## config.mk

```make
export PLATFORM = sky130hd
export DESIGN_NAME = purs_sequencer
export DESIGN_NICKNAME = d
export VERILOG_FILES = /design/src/purs_pkg.sv /design/src/purs_sequencer.sv
export VERILOG_INCLUDE_DIRS = /design/src
export SDC_FILE = /design/constraint.sdc
export NUM_CORES = 1
export LEC_CHECK = 0
export ABC_AREA = 1
export BUFFER_PORTS_ARGS = -buffer_cell sky130_fd_sc_hd__buf_2
export CAP_MARGIN = 20
export CORE_UTILIZATION = 39
export CTS_CLUSTER_DIAMETER = 30
export DETAILED_ROUTE_END_ITERATION = 16
export PLACE_DENSITY = 0.59
export REMOVE_ABC_BUFFERS = 1
export SYNTH_ARGS = -nofsm -noshare
export SYNTH_HDL_FRONTEND = slang
export SYNTH_SLANG_ARGS = --single-unit
```

## constraint.sdc

```tcl
create_clock -name clk_i -period 2.6 [get_ports clk_i]
set_clock_uncertainty 0.15 [all_clocks]
set_input_delay 0.26 -clock clk_i [delete_from_list [all_inputs] [get_ports clk_i]]
set_output_delay 0.26 -clock clk_i [all_outputs]
set_load 0.005 [all_outputs]
```

## src/purs_params.svh

```systemverilog
// Constants of the power-up reset sequencer: timing, register map, reset values
`ifndef PURS_PARAMS_SVH
`define PURS_PARAMS_SVH

// System clock, in kHz (40 MHz, 25 ns period)
`define PURS_CLK_KHZ 40000

// Power-up delay, nominal, in ms
`define PURS_PWRUP_DLY_MS 72

// Oscillator start-up delay, in oscillator input cycles
`define PURS_START_OSC_CYC 1024

// Least brown-out dip that resets the chip, in us
`define PURS_BOR_MIN_US 100

// Register indices; byte address is four times the index
`define PURS_IDX_FLAGS 8'h8e
`define PURS_IDX_SEQ_STATUS 8'h8f
`define PURS_IDX_CTRL 8'h90

// Fields of the reset cause flags register
`define PURS_FLAG_PON_BIT 1
`define PURS_FLAG_BOR_BIT 0
`define PURS_FLAGS_W 2
`define PURS_FLAGS_RESET 2'h0

// Fields of the control register
`define PURS_CTRL_SLEEP_BIT 0
`define PURS_CTRL_RESET 1'h0

`endif

```

## src/purs_pkg.sv

```systemverilog
// Types of the power-up reset sequencer
`default_nettype none

package purs_pkg;

	// Sequencer states, one-hot
	typedef enum logic [3:0] {
		PURS_S_WAIT_SUPPLY = 4'h1,
		PURS_S_PWRUP_DLY = 4'h2,
		PURS_S_OSC_START = 4'h4,
		PURS_S_RUN = 4'h8
	} purs_state_t;

	// Cause of the sequence in progress, one-hot
	typedef enum logic [2:0] {
		PURS_C_PON = 3'h1,
		PURS_C_BOR = 3'h2,
		PURS_C_WAKE = 3'h4
	} purs_cause_t;

	// Oscillator configuration
	typedef enum logic [1:0] {
		PURS_OSC_XTAL_LOW = 2'h0,
		PURS_OSC_XTAL_STD = 2'h1,
		PURS_OSC_XTAL_FAST = 2'h2,
		PURS_OSC_RC = 2'h3
	} purs_osc_mode_t;

endpackage

`default_nettype wire

```

## src/purs_sequencer.sv

```systemverilog
// Power-up reset sequencer with reset cause flags on a Wishbone slave
//
// What this block does
// - Power-up delay gives 72 ms, started only by power-on or brown-out reset.
// - Chip stays in reset the whole time the power-up delay runs.
// - Power-up delay config bit set disables the delay; cleared enables it.
// - Power-up delay counts the internal RC clock, never the oscillator input.
// - Oscillator start-up adds 1024 oscillator input cycles after the power-up delay.
// - Oscillator start-up applies only in crystal modes, on power-on, brown-out or wake.
// - Crystal modes: 72 ms plus 1024 cycles, or 1024 cycles when delay off/wake.
// - RC mode: 72 ms on enabled power-up and brown-out, otherwise no delay.
// - Brown-out enable config bit set enables brown-out reset; cleared disables it.
// - Only supply dips longer than the least brown-out duration reset the chip.
// - After a brown-out reset, wait for supply above threshold, then 72 ms more.
// - Supply dip during the power-up delay re-enters brown-out and restarts it.
// - Power-up order: power-on reset, then power-up delay, then oscillator start-up.
// - Delays run regardless of reset pin; late pin release starts at once.
// - Power-on detection acts only on supply rise, never on supply fall.
// - Bits 7 to 2 of the reset cause flags register read as zero.
// - Power-on flag clears on power-on reset only; software may write it.
// - Brown-out flag clears on brown-out reset; software sets it afterwards.
// - Brown-out flag is a don't-care while brown-out reset is disabled.
//
// The Wishbone interface to the registers was decided locally.
`include "purs_params.svh"
`default_nettype none

module purs_sequencer #(
	parameter int unsigned PWRUP_CYCLES = `PURS_PWRUP_DLY_MS * `PURS_CLK_KHZ
) (
	// Clock and power-on reset
	input wire logic clk_i,
	input wire logic rst_i,
	// Wishbone slave
	input wire logic wb_cyc_i,
	input wire logic wb_stb_i,
	input wire logic wb_we_i,
	input wire logic [9:0] wb_adr_i,
	input wire logic [3:0] wb_sel_i,
	input wire logic [31:0] wb_dat_i,
	output logic [31:0] wb_dat_o,
	output logic wb_ack_o,
	// Configuration word
	input wire logic power_up_delay_enable_cfg_i,
	input wire logic brown_out_enable_cfg_i,
	input wire logic [1:0] osc_mode_i,
	// Pins and detectors
	input wire logic external_reset_pin_n_i,
	input wire logic oscillator_input_pin_i,
	input wire logic supply_below_threshold_i,
	// Core side
	input wire logic wake_event_i,
	output logic core_reset_o,
	output logic core_hold_o
);

	localparam int unsigned BOR_CYC = (`PURS_BOR_MIN_US * `PURS_CLK_KHZ + 999) / 1000;
	localparam logic [21:0] PWRUP_LAST = 22'(PWRUP_CYCLES - 1);
	localparam logic [10:0] START_LAST = 11'(`PURS_START_OSC_CYC - 1);
	localparam logic [11:0] BOR_LAST = 12'(BOR_CYC - 1);

	purs_pkg::purs_state_t state_r, state_nxt;
	purs_pkg::purs_cause_t cause_r, cause_nxt;
	logic [2:0] sync1_r, sync2_r, sync3_r, filt_r;
	logic osc_prev_r;
	logic osc_rise;
	logic [21:0] pwrup_cnt_r;
	logic [10:0] start_cnt_r;
	logic [11:0] bor_cnt_r;
	logic supply_low, bor_trip, bor_event;
	logic pwrup_done, start_done, wake_go;
	logic sleep_r;
	logic [`PURS_FLAGS_W-1:0] flags_r;
	logic wb_ack_r;
	logic [31:0] wb_dat_r;
	logic wb_req, wr_en;
	logic core_reset_r, core_hold_r;
	logic pin_rst_n, pin_osc, pin_low;

	// Crystal or resonator oscillator mode
	function automatic logic is_crystal(input logic [1:0] mode);
		return mode != purs_pkg::PURS_OSC_RC;
	endfunction

	// Register index from a byte address
	function automatic logic [7:0] reg_index(input logic [9:0] adr);
		return adr[9:2];
	endfunction

	// Pin synchronisers; a change counts once stages two and three agree
	always_ff @(posedge clk_i) begin
		if (rst_i) begin
			sync1_r <= 3'h1;
			sync2_r <= 3'h1;
			sync3_r <= 3'h1;
			filt_r <= 3'h1;
		end else begin
			sync1_r <= {supply_below_threshold_i, oscillator_input_pin_i, external_reset_pin_n_i};
			sync2_r <= sync1_r;
			sync3_r <= sync2_r;
			filt_r <= (sync2_r & sync3_r) | (filt_r & (sync2_r | sync3_r));
		end
	end

	assign pin_rst_n = filt_r[0];
	assign pin_osc = filt_r[1];
	assign pin_low = filt_r[2];

	// Oscillator input edge detect
	always_ff @(posedge clk_i) begin
		if (rst_i) begin
			osc_prev_r <= 1'h0;
		end else begin
			osc_prev_r <= pin_osc;
		end
	end

	assign osc_rise = pin_osc & ~osc_prev_r;

	// Brown-out detection only when enabled
	assign supply_low = brown_out_enable_cfg_i & pin_low;

	// Dip length filter, counting only in the run and oscillator start-up states
	always_ff @(posedge clk_i) begin
		if (rst_i) begin
			bor_cnt_r <= 12'h0;
		end else if (supply_low && (state_r == purs_pkg::PURS_S_RUN ||
				state_r == purs_pkg::PURS_S_OSC_START) && bor_cnt_r != BOR_LAST) begin
			bor_cnt_r <= bor_cnt_r + 12'h1;
		end else if (!supply_low) begin
			bor_cnt_r <= 12'h0;
		end
	end

	// Short dips never reach the last count
	assign bor_trip = supply_low && bor_cnt_r == BOR_LAST;

	// Power-up delay counter on the internal RC-derived clock
	always_ff @(posedge clk_i) begin
		if (rst_i || state_r != purs_pkg::PURS_S_PWRUP_DLY) begin
			pwrup_cnt_r <= 22'h0;
		end else begin
			pwrup_cnt_r <= pwrup_cnt_r + 22'h1;
		end
	end

	assign pwrup_done = pwrup_cnt_r == PWRUP_LAST;

	// Oscillator start-up counter of oscillator input cycles
	always_ff @(posedge clk_i) begin
		if (rst_i || state_r != purs_pkg::PURS_S_OSC_START) begin
			start_cnt_r <= 11'h0;
		end else if (osc_rise) begin
			start_cnt_r <= start_cnt_r + 11'h1;
		end
	end

	assign start_done = osc_rise && start_cnt_r == START_LAST;
	assign wake_go = sleep_r & wake_event_i;

	// Sequencer next state
	always_comb begin
		state_nxt = state_r;
		cause_nxt = cause_r;
		bor_event = 1'b0;
		unique case (state_r)
			purs_pkg::PURS_S_WAIT_SUPPLY: begin
				if (!supply_low) begin
					if (cause_r == purs_pkg::PURS_C_BOR ||
							(cause_r == purs_pkg::PURS_C_PON &&
							!power_up_delay_enable_cfg_i)) begin
						state_nxt = purs_pkg::PURS_S_PWRUP_DLY;
					end else if (is_crystal(osc_mode_i)) begin
						state_nxt = purs_pkg::PURS_S_OSC_START;
					end else begin
						state_nxt = purs_pkg::PURS_S_RUN;
					end
				end
			end
			purs_pkg::PURS_S_PWRUP_DLY: begin
				if (supply_low) begin
					state_nxt = purs_pkg::PURS_S_WAIT_SUPPLY;
					cause_nxt = purs_pkg::PURS_C_BOR;
					bor_event = 1'b1;
				end else if (pwrup_done) begin
					if (is_crystal(osc_mode_i)) begin
						state_nxt = purs_pkg::PURS_S_OSC_START;
					end else begin
						state_nxt = purs_pkg::PURS_S_RUN;
					end
				end
			end
			purs_pkg::PURS_S_OSC_START: begin
				if (start_done) begin
					state_nxt = purs_pkg::PURS_S_RUN;
				end
			end
			purs_pkg::PURS_S_RUN: begin
				if (wake_go) begin
					cause_nxt = purs_pkg::PURS_C_WAKE;
					if (is_crystal(osc_mode_i)) begin
						state_nxt = purs_pkg::PURS_S_OSC_START;
					end
				end
			end
		endcase
		if (bor_trip && (state_r == purs_pkg::PURS_S_RUN ||
				state_r == purs_pkg::PURS_S_OSC_START)) begin
			state_nxt = purs_pkg::PURS_S_WAIT_SUPPLY;
			cause_nxt = purs_pkg::PURS_C_BOR;
			bor_event = 1'b1;
		end
	end

	// Sequencer state; only the power-on reset starts a power-on sequence
	always_ff @(posedge clk_i) begin
		if (rst_i) begin
			state_r <= purs_pkg::PURS_S_WAIT_SUPPLY;
			cause_r <= purs_pkg::PURS_C_PON;
		end else begin
			state_r <= state_nxt;
			cause_r <= cause_nxt;
		end
	end

	// Core reset and clock hold outputs, straight from flops
	always_ff @(posedge clk_i) begin
		if (rst_i) begin
			core_reset_r <= 1'b1;
			core_hold_r <= 1'b0;
		end else begin
			core_reset_r <= (state_r != purs_pkg::PURS_S_RUN &&
				cause_r != purs_pkg::PURS_C_WAKE) || !pin_rst_n;
			core_hold_r <= sleep_r || (state_r == purs_pkg::PURS_S_OSC_START &&
				cause_r == purs_pkg::PURS_C_WAKE);
		end
	end

	assign core_reset_o = core_reset_r;
	assign core_hold_o = core_hold_r;

	// Wishbone request decode
	assign wb_req = wb_cyc_i & wb_stb_i & ~wb_ack_r;
	assign wr_en = wb_req & wb_we_i & wb_sel_i[0];

	// Ack one cycle after the request, dropped the cycle after
	always_ff @(posedge clk_i) begin
		if (rst_i) begin
			wb_ack_r <= 1'b0;
		end else begin
			wb_ack_r <= wb_req;
		end
	end

	// Read data; unmapped indices read zero
	always_ff @(posedge clk_i) begin
		if (rst_i) begin
			wb_dat_r <= 32'h0;
		end else if (wb_req && !wb_we_i) begin
			unique case (reg_index(wb_adr_i))
				`PURS_IDX_FLAGS: wb_dat_r <= {30'h0, flags_r};
				`PURS_IDX_SEQ_STATUS: wb_dat_r <= {25'h0, cause_r, state_r};
				`PURS_IDX_CTRL: wb_dat_r <= {31'h0, sleep_r};
				default: wb_dat_r <= 32'h0;
			endcase
		end else begin
			wb_dat_r <= 32'h0;
		end
	end

	assign wb_ack_o = wb_ack_r;
	assign wb_dat_o = wb_dat_r;

	// Reset cause flags; a brown-out wins over a same-cycle write
	always_ff @(posedge clk_i) begin
		if (rst_i) begin
			flags_r <= `PURS_FLAGS_RESET;
		end else begin
			if (wr_en && reg_index(wb_adr_i) == `PURS_IDX_FLAGS) begin
				flags_r <= wb_dat_i[`PURS_FLAGS_W-1:0];
			end
			if (bor_event) begin
				flags_r[`PURS_FLAG_BOR_BIT] <= 1'b0;
			end
		end
	end

	// Sleep request; a wake event clears it
	always_ff @(posedge clk_i) begin
		if (rst_i || bor_event) begin
			sleep_r <= `PURS_CTRL_RESET;
		end else if (wake_go) begin
			sleep_r <= 1'b0;
		end else if (wr_en && reg_index(wb_adr_i) == `PURS_IDX_CTRL) begin
			sleep_r <= wb_dat_i[`PURS_CTRL_SLEEP_BIT];
		end
	end
endmodule

`default_nettype wire

```

# == Yosys cells after proc, flatten, opt, wreduce, memory -nomap -nowiden ==
# Cells that the tools add are included.
# word_totals
ff_bits,103
latch_bits,0
mem_bits_rw,0
romBits,0
input_bits,59
mem_count,0
# classes
n_addsub,3
multipliers,0
div_mod_pow,0
magnitude_cmp,0
eq_ne,28
n_shift,0
n_mux,19
bitwise_logic,14
n_reduce_logical,30
# ops
op,n
$mux 4,8
$eq 8x8->1 const B,3
$mux 12,2
$add 22x1->22 const B,1
$eq 22x22->1 const B,1
$pmux 7 s3,1
$pmux 4 s4,1
$add 12x1->12 const B,1
$eq 12x12->1 const B,1
$ne 12x12->1 const B,1
$add 11x1->11 const B,1
$eq 11x10->1 const B,1
$logic_and 1x1->1,11
$ne 2x2->1 const B,5
$ne 3x3->1 const B,3
$reduce_or 2->1,4
$and 1x1->1,7
$logic_or 1x1->1,7
$and 3x3->3,2
$mux 3,2
$or 3x3->3,2
$pmux 3 s2,1
$reduce_and 3->1,2
$reduce_and 5->1,1
18 further kinds,25

# == Logic depth before layout (Yosys ltp) ==
# Gate-level depths: netlist of the first run.
# logic_depth
word_depth,6
mapped_depth,10
ltp_nobuf,10

# == Least setup slack after synthesis of the first run ==
# OpenSTA, ideal clock, no wires.
# synth_timing
path_kind,reg-to-reg
startpoint,reg pwrup_cnt_r[0]
endpoint,reg pwrup_cnt_r[20]
setup_time_ps,115
t_arrival_ps,1305
t_required_ps,2335
slack_ps,1030
path_stages_with_launch,11
n_path_buf,0
synth_period_minus_slack_ps,1570
cell_sequence,dfxtp_1 -> ha_1 -> nand2_2 -> nor2_4 -> nand2_2 -> nor2_4 -> nand3_2 -> nor2_1 -> nand3_1 -> nand2_1 -> nor2_1
# synth_via
elab_chain_len,1
# synth_lines
element,line_no,text
from (decl),purs_sequencer.sv:67,logic [21:0] pwrup_cnt_r;
from (signal assigned),purs_sequencer.sv:143,pwrup_cnt_r <= pwrup_cnt_r + 22'h1;
$add 22x1->22,purs_sequencer.sv:143,
# No other way between the ends.
# A chain may end at the register's enable or synchronous reset.

# == Worst setup path after layout of the first run ==
# layout_timing
startpoint,reg bor_cnt_r[0]
endpoint,reg bor_cnt_r[0]
# layout_via
elab_chain_len,3
# layout_lines
element,line_no,text
from (decl),purs_sequencer.sv:69,logic [11:0] bor_cnt_r;
from (signal assigned),purs_sequencer.sv:129,bor_cnt_r <= bor_cnt_r + 12'h1;
"parallel branches: the longest is 3 deep, another holds $add 12x1->12",n/a,
# Several ways; the timed one is not identified.

==> results of run 1 <==
power groups by stage:
stage	Combinational [W]	Sequential [W]	Clock, W
4_1_cts	0.000304	0.00126	0.00121
5_1_grt	0.000354	0.00127	0.00127
3_5_place_dp	0.000299	0.00129	0
2_1_floorplan	0.000223	0.00128	0
3_3_place_gp	0.000296	0.00129	0
6_report	0.000305	0.00126	0.00118
final timing paths:
kind,start,to,cells after the start
setup reg to reg,bor_cnt_r[0],bor_cnt_r[0],8
setup / recovery,bor_cnt_r[0],bor_cnt_r[0],8
hold / removal,wake_event_i,sleep_r,4
hold reg to reg,filt_r[0],core_reset_o,1
tightest hold or removal path, cell delays in order:
cell	delay [ns]
buf_2	0.08
nand2_1	0.07
nand2_1	0.07
nor2_1	0.03
cell type report:
class / count / area [um^2]
inverter: 72 / 272
timing repair buffer: 37 / 205
multi-input combinational: 397 / 2000
sequential: 78 / 1560
clock inverter: 6 / 134
tap: 133 / 166
clock buffer: 10 / 128
fill: 1031 / 5350
per-stage QoR:
step,area (um^2),setup slack (ns),instances,util
finish,4470,0.729,733,0.455
global route,4470,0.556,733,0.455
CTS,4470,0.731,733,0.455
detailed placement,4170,0.745,713,0.424
global placement,4170,0.748,713,0.424
floorplan,3840,1.01,547,-
kinds of logic (layout without fill, tap and decap cells):
logic type	count (synthesis)	in the layout
flip-flops	78	78
XOR/XNOR	9	9
adder cells (fa/ha/maj)	3	3
buffers and inverters	103	125
AND/OR/NAND/NOR	295	295
other	1	25
AO/OA/AOI/OAI	65	65
flip-flops by register name, summed over array words and instances (netlist names), 4 cells and up:
name	flops
pwrup_cnt_r	22
bor_cnt_r	12
start_cnt_r	11
wb_dat_o	7
state_r	4
routing by layer:
metal / track usage / vias to the layer above
li1: - / 1786
met1: 0.197 / 1522
met2: 0.261 / 67
met3: 0.0536 / 10
met4: 0.0563 / 0
met5: 0 / -
cell usage in the layout, fill, tap and decap left out, types with 13 or more instances in the layout:
master / instances
nand3_1: 34
buf_2: 33
nand4_1: 13
inv_1: 66
conb_1: 25
nand2_1: 119
nor2_1: 74
a21oi_1: 31
o21ai_0: 18
dfxtp_1: 78
==> flow_metrics.tcl, run 1 <==
set metrics [dict create \
    drv_cap 0 \
    dieArea_um2 10600 \
    synth_area_leaders "dfxtp_1 39%, nand2_1 11%, nor2_1 7.0%" \
    vias 3385 \
    drcViolationCount 0 \
    total_power_w 0.00275 \
    cts_tree "yes" \
    ioPinCount 94 \
    area_growth_pct 12.6 \
    synth-seq-cells 78 \
    power_frac_comb 0.111 \
    synth_xor_area_frac 0.0199 \
    grt-ovfl-total 0 \
    synth_common_cells "119 x nand2_1, 78 x dfxtp_1, 74 x nor2_1, 66 x inv_1, 34 x nand3_1" \
    synth_cell_types 41 \
    finalCritPeriodShare 0.720 \
    async_flop_share 0 \
    internal_power_w 0.00207 \
    holdBufCountCts 4 \
    cts_setup_buffers 0 \
    antenna_found_initial 0 \
    swShare 0.245 \
    synth-compound-area-share 0.0965 \
    critPathCaptureType "register" \
    tns_ns 0 \
    status "finished clean" \
    worstMarginPinSlew_ns 0.522 \
    setup_viol 0 \
    synth_edf_count 0 \
    m1WireLength_um 3820 \
    crit_buf_inv 1 \
    drv_slew 0 \
    grt_pass1_wl_um 13100 \
    top_layer_used "met4" \
    critPathMaxFanout 12 \
    slew_headroom 0.652 \
    detail-route-antenna-nets 0 \
    row_count 36 \
    synth_fa_ha_area_frac 0.00946 \
    seqPwrFrac 0.460 \
    cts_root_buf "clkbuf_8" \
    cts_max_level 3 \
    yosys.area_share.simple 0.355 \
    grt_pass1_vias 2962 \
    antenna_cells 0 \
    layout-drive-gt1-share 0.167 \
    wl_met2_um 3540 \
    rsz0062_at_grt "false" \
    syn-cell-area_um2 3970 \
    hp-class "primary input to register" \
    max_freq_ghz 0.535 \
    gp_congestion 0.815 \
    p_sw_w 0.000674 \
    coreArea_um2 9820 \
    synth_top_family_by_area "simple AND/OR/NAND/NOR gates" \
    cp.required_ns 2.71 \
    final-hold-violation-count 0 \
    synth_top_cell_by_area "dfxtp_1" \
    start_kind "register" \
    critical_path_class "register to register" \
    cts.sinks 78 \
    max_stage_delay_ns 0.38 \
    drt_wl_total_um 7780 \
    vias_per_cell 4.62 \
    synth.most_common_cell "nand2_1" \
    crit_slowest_cell "dfxtp_1" \
    dp_hpwl_um 5730 \
    fin_crit_ns 1.87 \
    final_nets 657 \
    p_leak_nw 1.76 \
    p_per_area_nw_per_um2 614 \
    reg2reg_slack_ns 0.73 \
    irDropWorstVdd_v 0.000293 \
    grt_usage 0.160 \
    cpLargestDelayFamily "simple AND/OR/NAND/NOR gates" \
    synth.mux.area_fraction 0 \
    grt_max_degree 23 \
    avgRoutedWirePerCell_um 10.6 \
    cts_inserted_buffers 9 \
    chipHeight_um 103 \
    die_w_um 103 \
    fin_hold_ws_ns 0.0504 \
    cts_resized 0 \
    yosysWarnings 0 \
    clk_path_buf_depth 2 \
    initial_utilization 0.404 \
    synth_top_area_frac 0.393 \
    power_frac_clock 0.429 \
    synth-seq-area-share 0.393 \
    insertion_delay_ns 0.36 \
    dr.pass1.iters 4 \
    synth_cells 554 \
    syn_avg_cell_area_um2 7.16 \
    cp_cell_sequence "ha_1 -> nand3_2 -> nor2_4 -> nand4_4 -> nand2_4 -> clkinv_2 -> o21ai_0 -> nor2_1" \
    numPortBuffers 33 \
    arrival_ns 1.98 \
    dr_wl_met3_um 281 \
    ys.flop_type "dfxtp_1" \
    cts.reportedPaths.clkPinSlew_ns 0.08 \
    drtIter0Drc 143 \
]
(Power assumes the default switching activity.)
==> run 2: changes to the inputs <==
- ABC_AREA: 1 -> 0
- PLACE_DENSITY: 0.59 -> 0.6
- clock period: 2.6 -> 1.9 ns (I/O delays scaled with it)
==> flow_metrics.tcl, run 2 <==
set metrics [dict create \
    fin_crit_ns 1.93 \
    arrival_ns 2.01 \
    dp_hpwl_um 5460 \
    setup_viol 1 \
    p_leak_nw 1.78 \
    synth.most_common_cell "dfxtp_1" \
    synth_top_cell_by_area "dfxtp_1" \
    regMostFlops "pwrup_cnt_r" \
    vias 3051 \
    yosysWarnings 0 \
    final_cell_mix "73 x dfxtp_1, 49 x nor2_1, 49 x buf_4" \
    grt_pass1_wl_um 12900 \
    grt_max_degree 23 \
    die_w_um 97.6 \
    final_area_um2 4510 \
    dr.pass1.iters 4 \
    drv_slew 0 \
    antenna_found_initial 0 \
    place_area_um2 4070 \
    layout-drive-gt1-share 0.271 \
    drcViolationCount 0 \
    finalCritPeriodShare 1.01 \
    final_common_cell "dfxtp_1" \
    synth_cells 403 \
    coreArea_um2 8760 \
    max_freq_ghz 0.519 \
    synth_area_leaders "dfxtp_1 44%, nor2_1 5.4%, buf_4 5.3%" \
    syn-cell-area_um2 3560 \
    fin_util 0.515 \
    initial_utilization 0.406 \
    area_growth_pct 26.8 \
    insertion_delay_ns 0.34 \
    cp.required_ns 1.99 \
    cp_cell_sequence "or4b_4 -> nor4_4 -> nor2_1 -> or2_1 -> o311a_1" \
    largest_reg_flops 22 \
    row_count 34 \
    dieArea_um2 9520 \
    drt_wl_total_um 7570 \
    syn_avg_cell_area_um2 8.84 \
    critical_path_class "register to register" \
    ys.flop_type "dfxtp_1" \
    violations "setup timing" \
    cts.sinks 78 \
    ioPinCount 94 \
    cts_max_level 3 \
    grt_pass1_vias 2901 \
    critPathCaptureType "register" \
    p_per_area_nw_per_um2 776 \
    antenna_cells 0 \
    critPathMaxFanout 2 \
    final_nets 558 \
    cts.reportedPaths.clkPinSlew_ns 0.08 \
    synth_edf_count 0 \
    grt-ovfl-total 0 \
    cts_inserted_buffers 9 \
    gp_congestion 0.785 \
    synth_cell_types 57 \
    synth_common_cells "78 x dfxtp_1, 51 x nor2_1, 26 x nand2_1, 25 x buf_4" \
    chipHeight_um 97.6 \
    cts_root_buf "clkbuf_8" \
    irDropWorstVdd_v 0.000458 \
    cts_tree "yes" \
    synth_top_area_frac 0.439 \
    cpLargestDelayFamily "simple AND/OR/NAND/NOR gates" \
    async_flop_share 0 \
    drtIter0Drc 86 \
    synth-seq-cells 78 \
    detail-route-antenna-nets 0 \
    rsz0062_at_grt "true" \
    crit_buf_inv 0 \
    hp-class "primary input to register" \
    place_inst 579 \
    crit_slowest_cell "or4b_4" \
    vias_per_cell 5.01 \
    timing.final.ws_setup_ns -0.0264 \
    drv_cap 0 \
    synth-seq-area-share 0.439 \
    max_stage_delay_ns 0.54 \
    start_kind "register" \
    fin_cells 609 \
    top_regs "pwrup_cnt_r: 22 flops, bor_cnt_r: 12 flops, start_cnt_r: 11 flops" \
    final-hold-violation-count 0 \
    avgRoutedWirePerCell_um 12.4 \
    status "finished, violations left" \
    numPortBuffers 33 \
    clk_path_buf_depth 2 \
    grt_usage 0.167 \
]
[run 2: final cells by class]
type,instances,area [um^2]
Fill cell,820,4250
Tap cell,108,135
Clock inverter,4,45.0
Sequential cell,78,1570
Timing Repair Buffer,93,644
Inverter,9,33.8
Clock buffer,12,155
Multi-Input combinational cell,305,1930
[run 2: where the power goes]
group	internal [W]	switching, W
Sequential	0.00169	0.0000595
Clock	0.000673	0.000579
Combinational	0.000249	0.000255
[run 2: layer usage]
layer	part of all wire	wire, um	global-route usage
met2	0.49	3710	0.279
met1	0.46	3460	0.205
met5	0	0	0
met4	0.011	81	0.0520
met3	0.043	322	0.0496
[run 2: stage by stage]
step                      TNS, ns  setup WS [ns]  total power [W]  hold slack, ns
after floorplan           -0.0507        -0.0488          0.00205           0.109
after global placement     -0.107         -0.102          0.00223           0.232
after detailed placement   -0.143         -0.123          0.00223           0.230
after CTS                 -0.0397        -0.0360          0.00351         0.00539
after global routing       -0.238         -0.105          0.00369          0.0140
final                     -0.0264        -0.0264          0.00350          0.0236
[run 2: logic make-up (layout without fill, tap and decap cells)]
group | after synthesis | in the layout | share of synthesized area
flip-flops | 78 | 78 | 0.439
AO/OA/AOI/OAI | 55 | 55 | 0.0994
XOR/XNOR | 29 | 29 | 0.0713
adder cells (fa/ha/maj) | 3 | 3 | 0.0105
multiplexers | 7 | 7 | 0.0204
buffers and inverters | 44 | 118 | 0.0734
other | 1 | 25 | 0.00105
AND/OR/NAND/NOR | 186 | 186 | 0.285
[run 2: worst paths after layout]
kind                                 startpoint         end  slack [ns]  cells past startpoint
worst max-delay path            pwrup_cnt_r[18]  state_r[3]       -0.03                      5
worst min-delay path                      rst_i  osc_prev_r        0.02                      2
worst max register to register  pwrup_cnt_r[18]  state_r[3]       -0.03                      5
worst min register to register       sync1_r[0]  sync2_r[0]        0.29                      1
[run 2: timing repair]
action / in CTS / in global routing
pin swaps: 1 / 7
setup buffers: 3 / 1
gates resized for setup: 5 / 27
endpoints found under the hold margin: 8 / 1
hold buffers: 9 / 1
setup endpoints to repair: 3 / 17
[run 2: worst register-to-register path: cells and delay by family, from the launching register on]
family           cells  cell delay (ns)
AND/OR/NAND/NOR      4             1.03
flip-flops           1             0.31
AO/OA/AOI/OAI        1             0.33
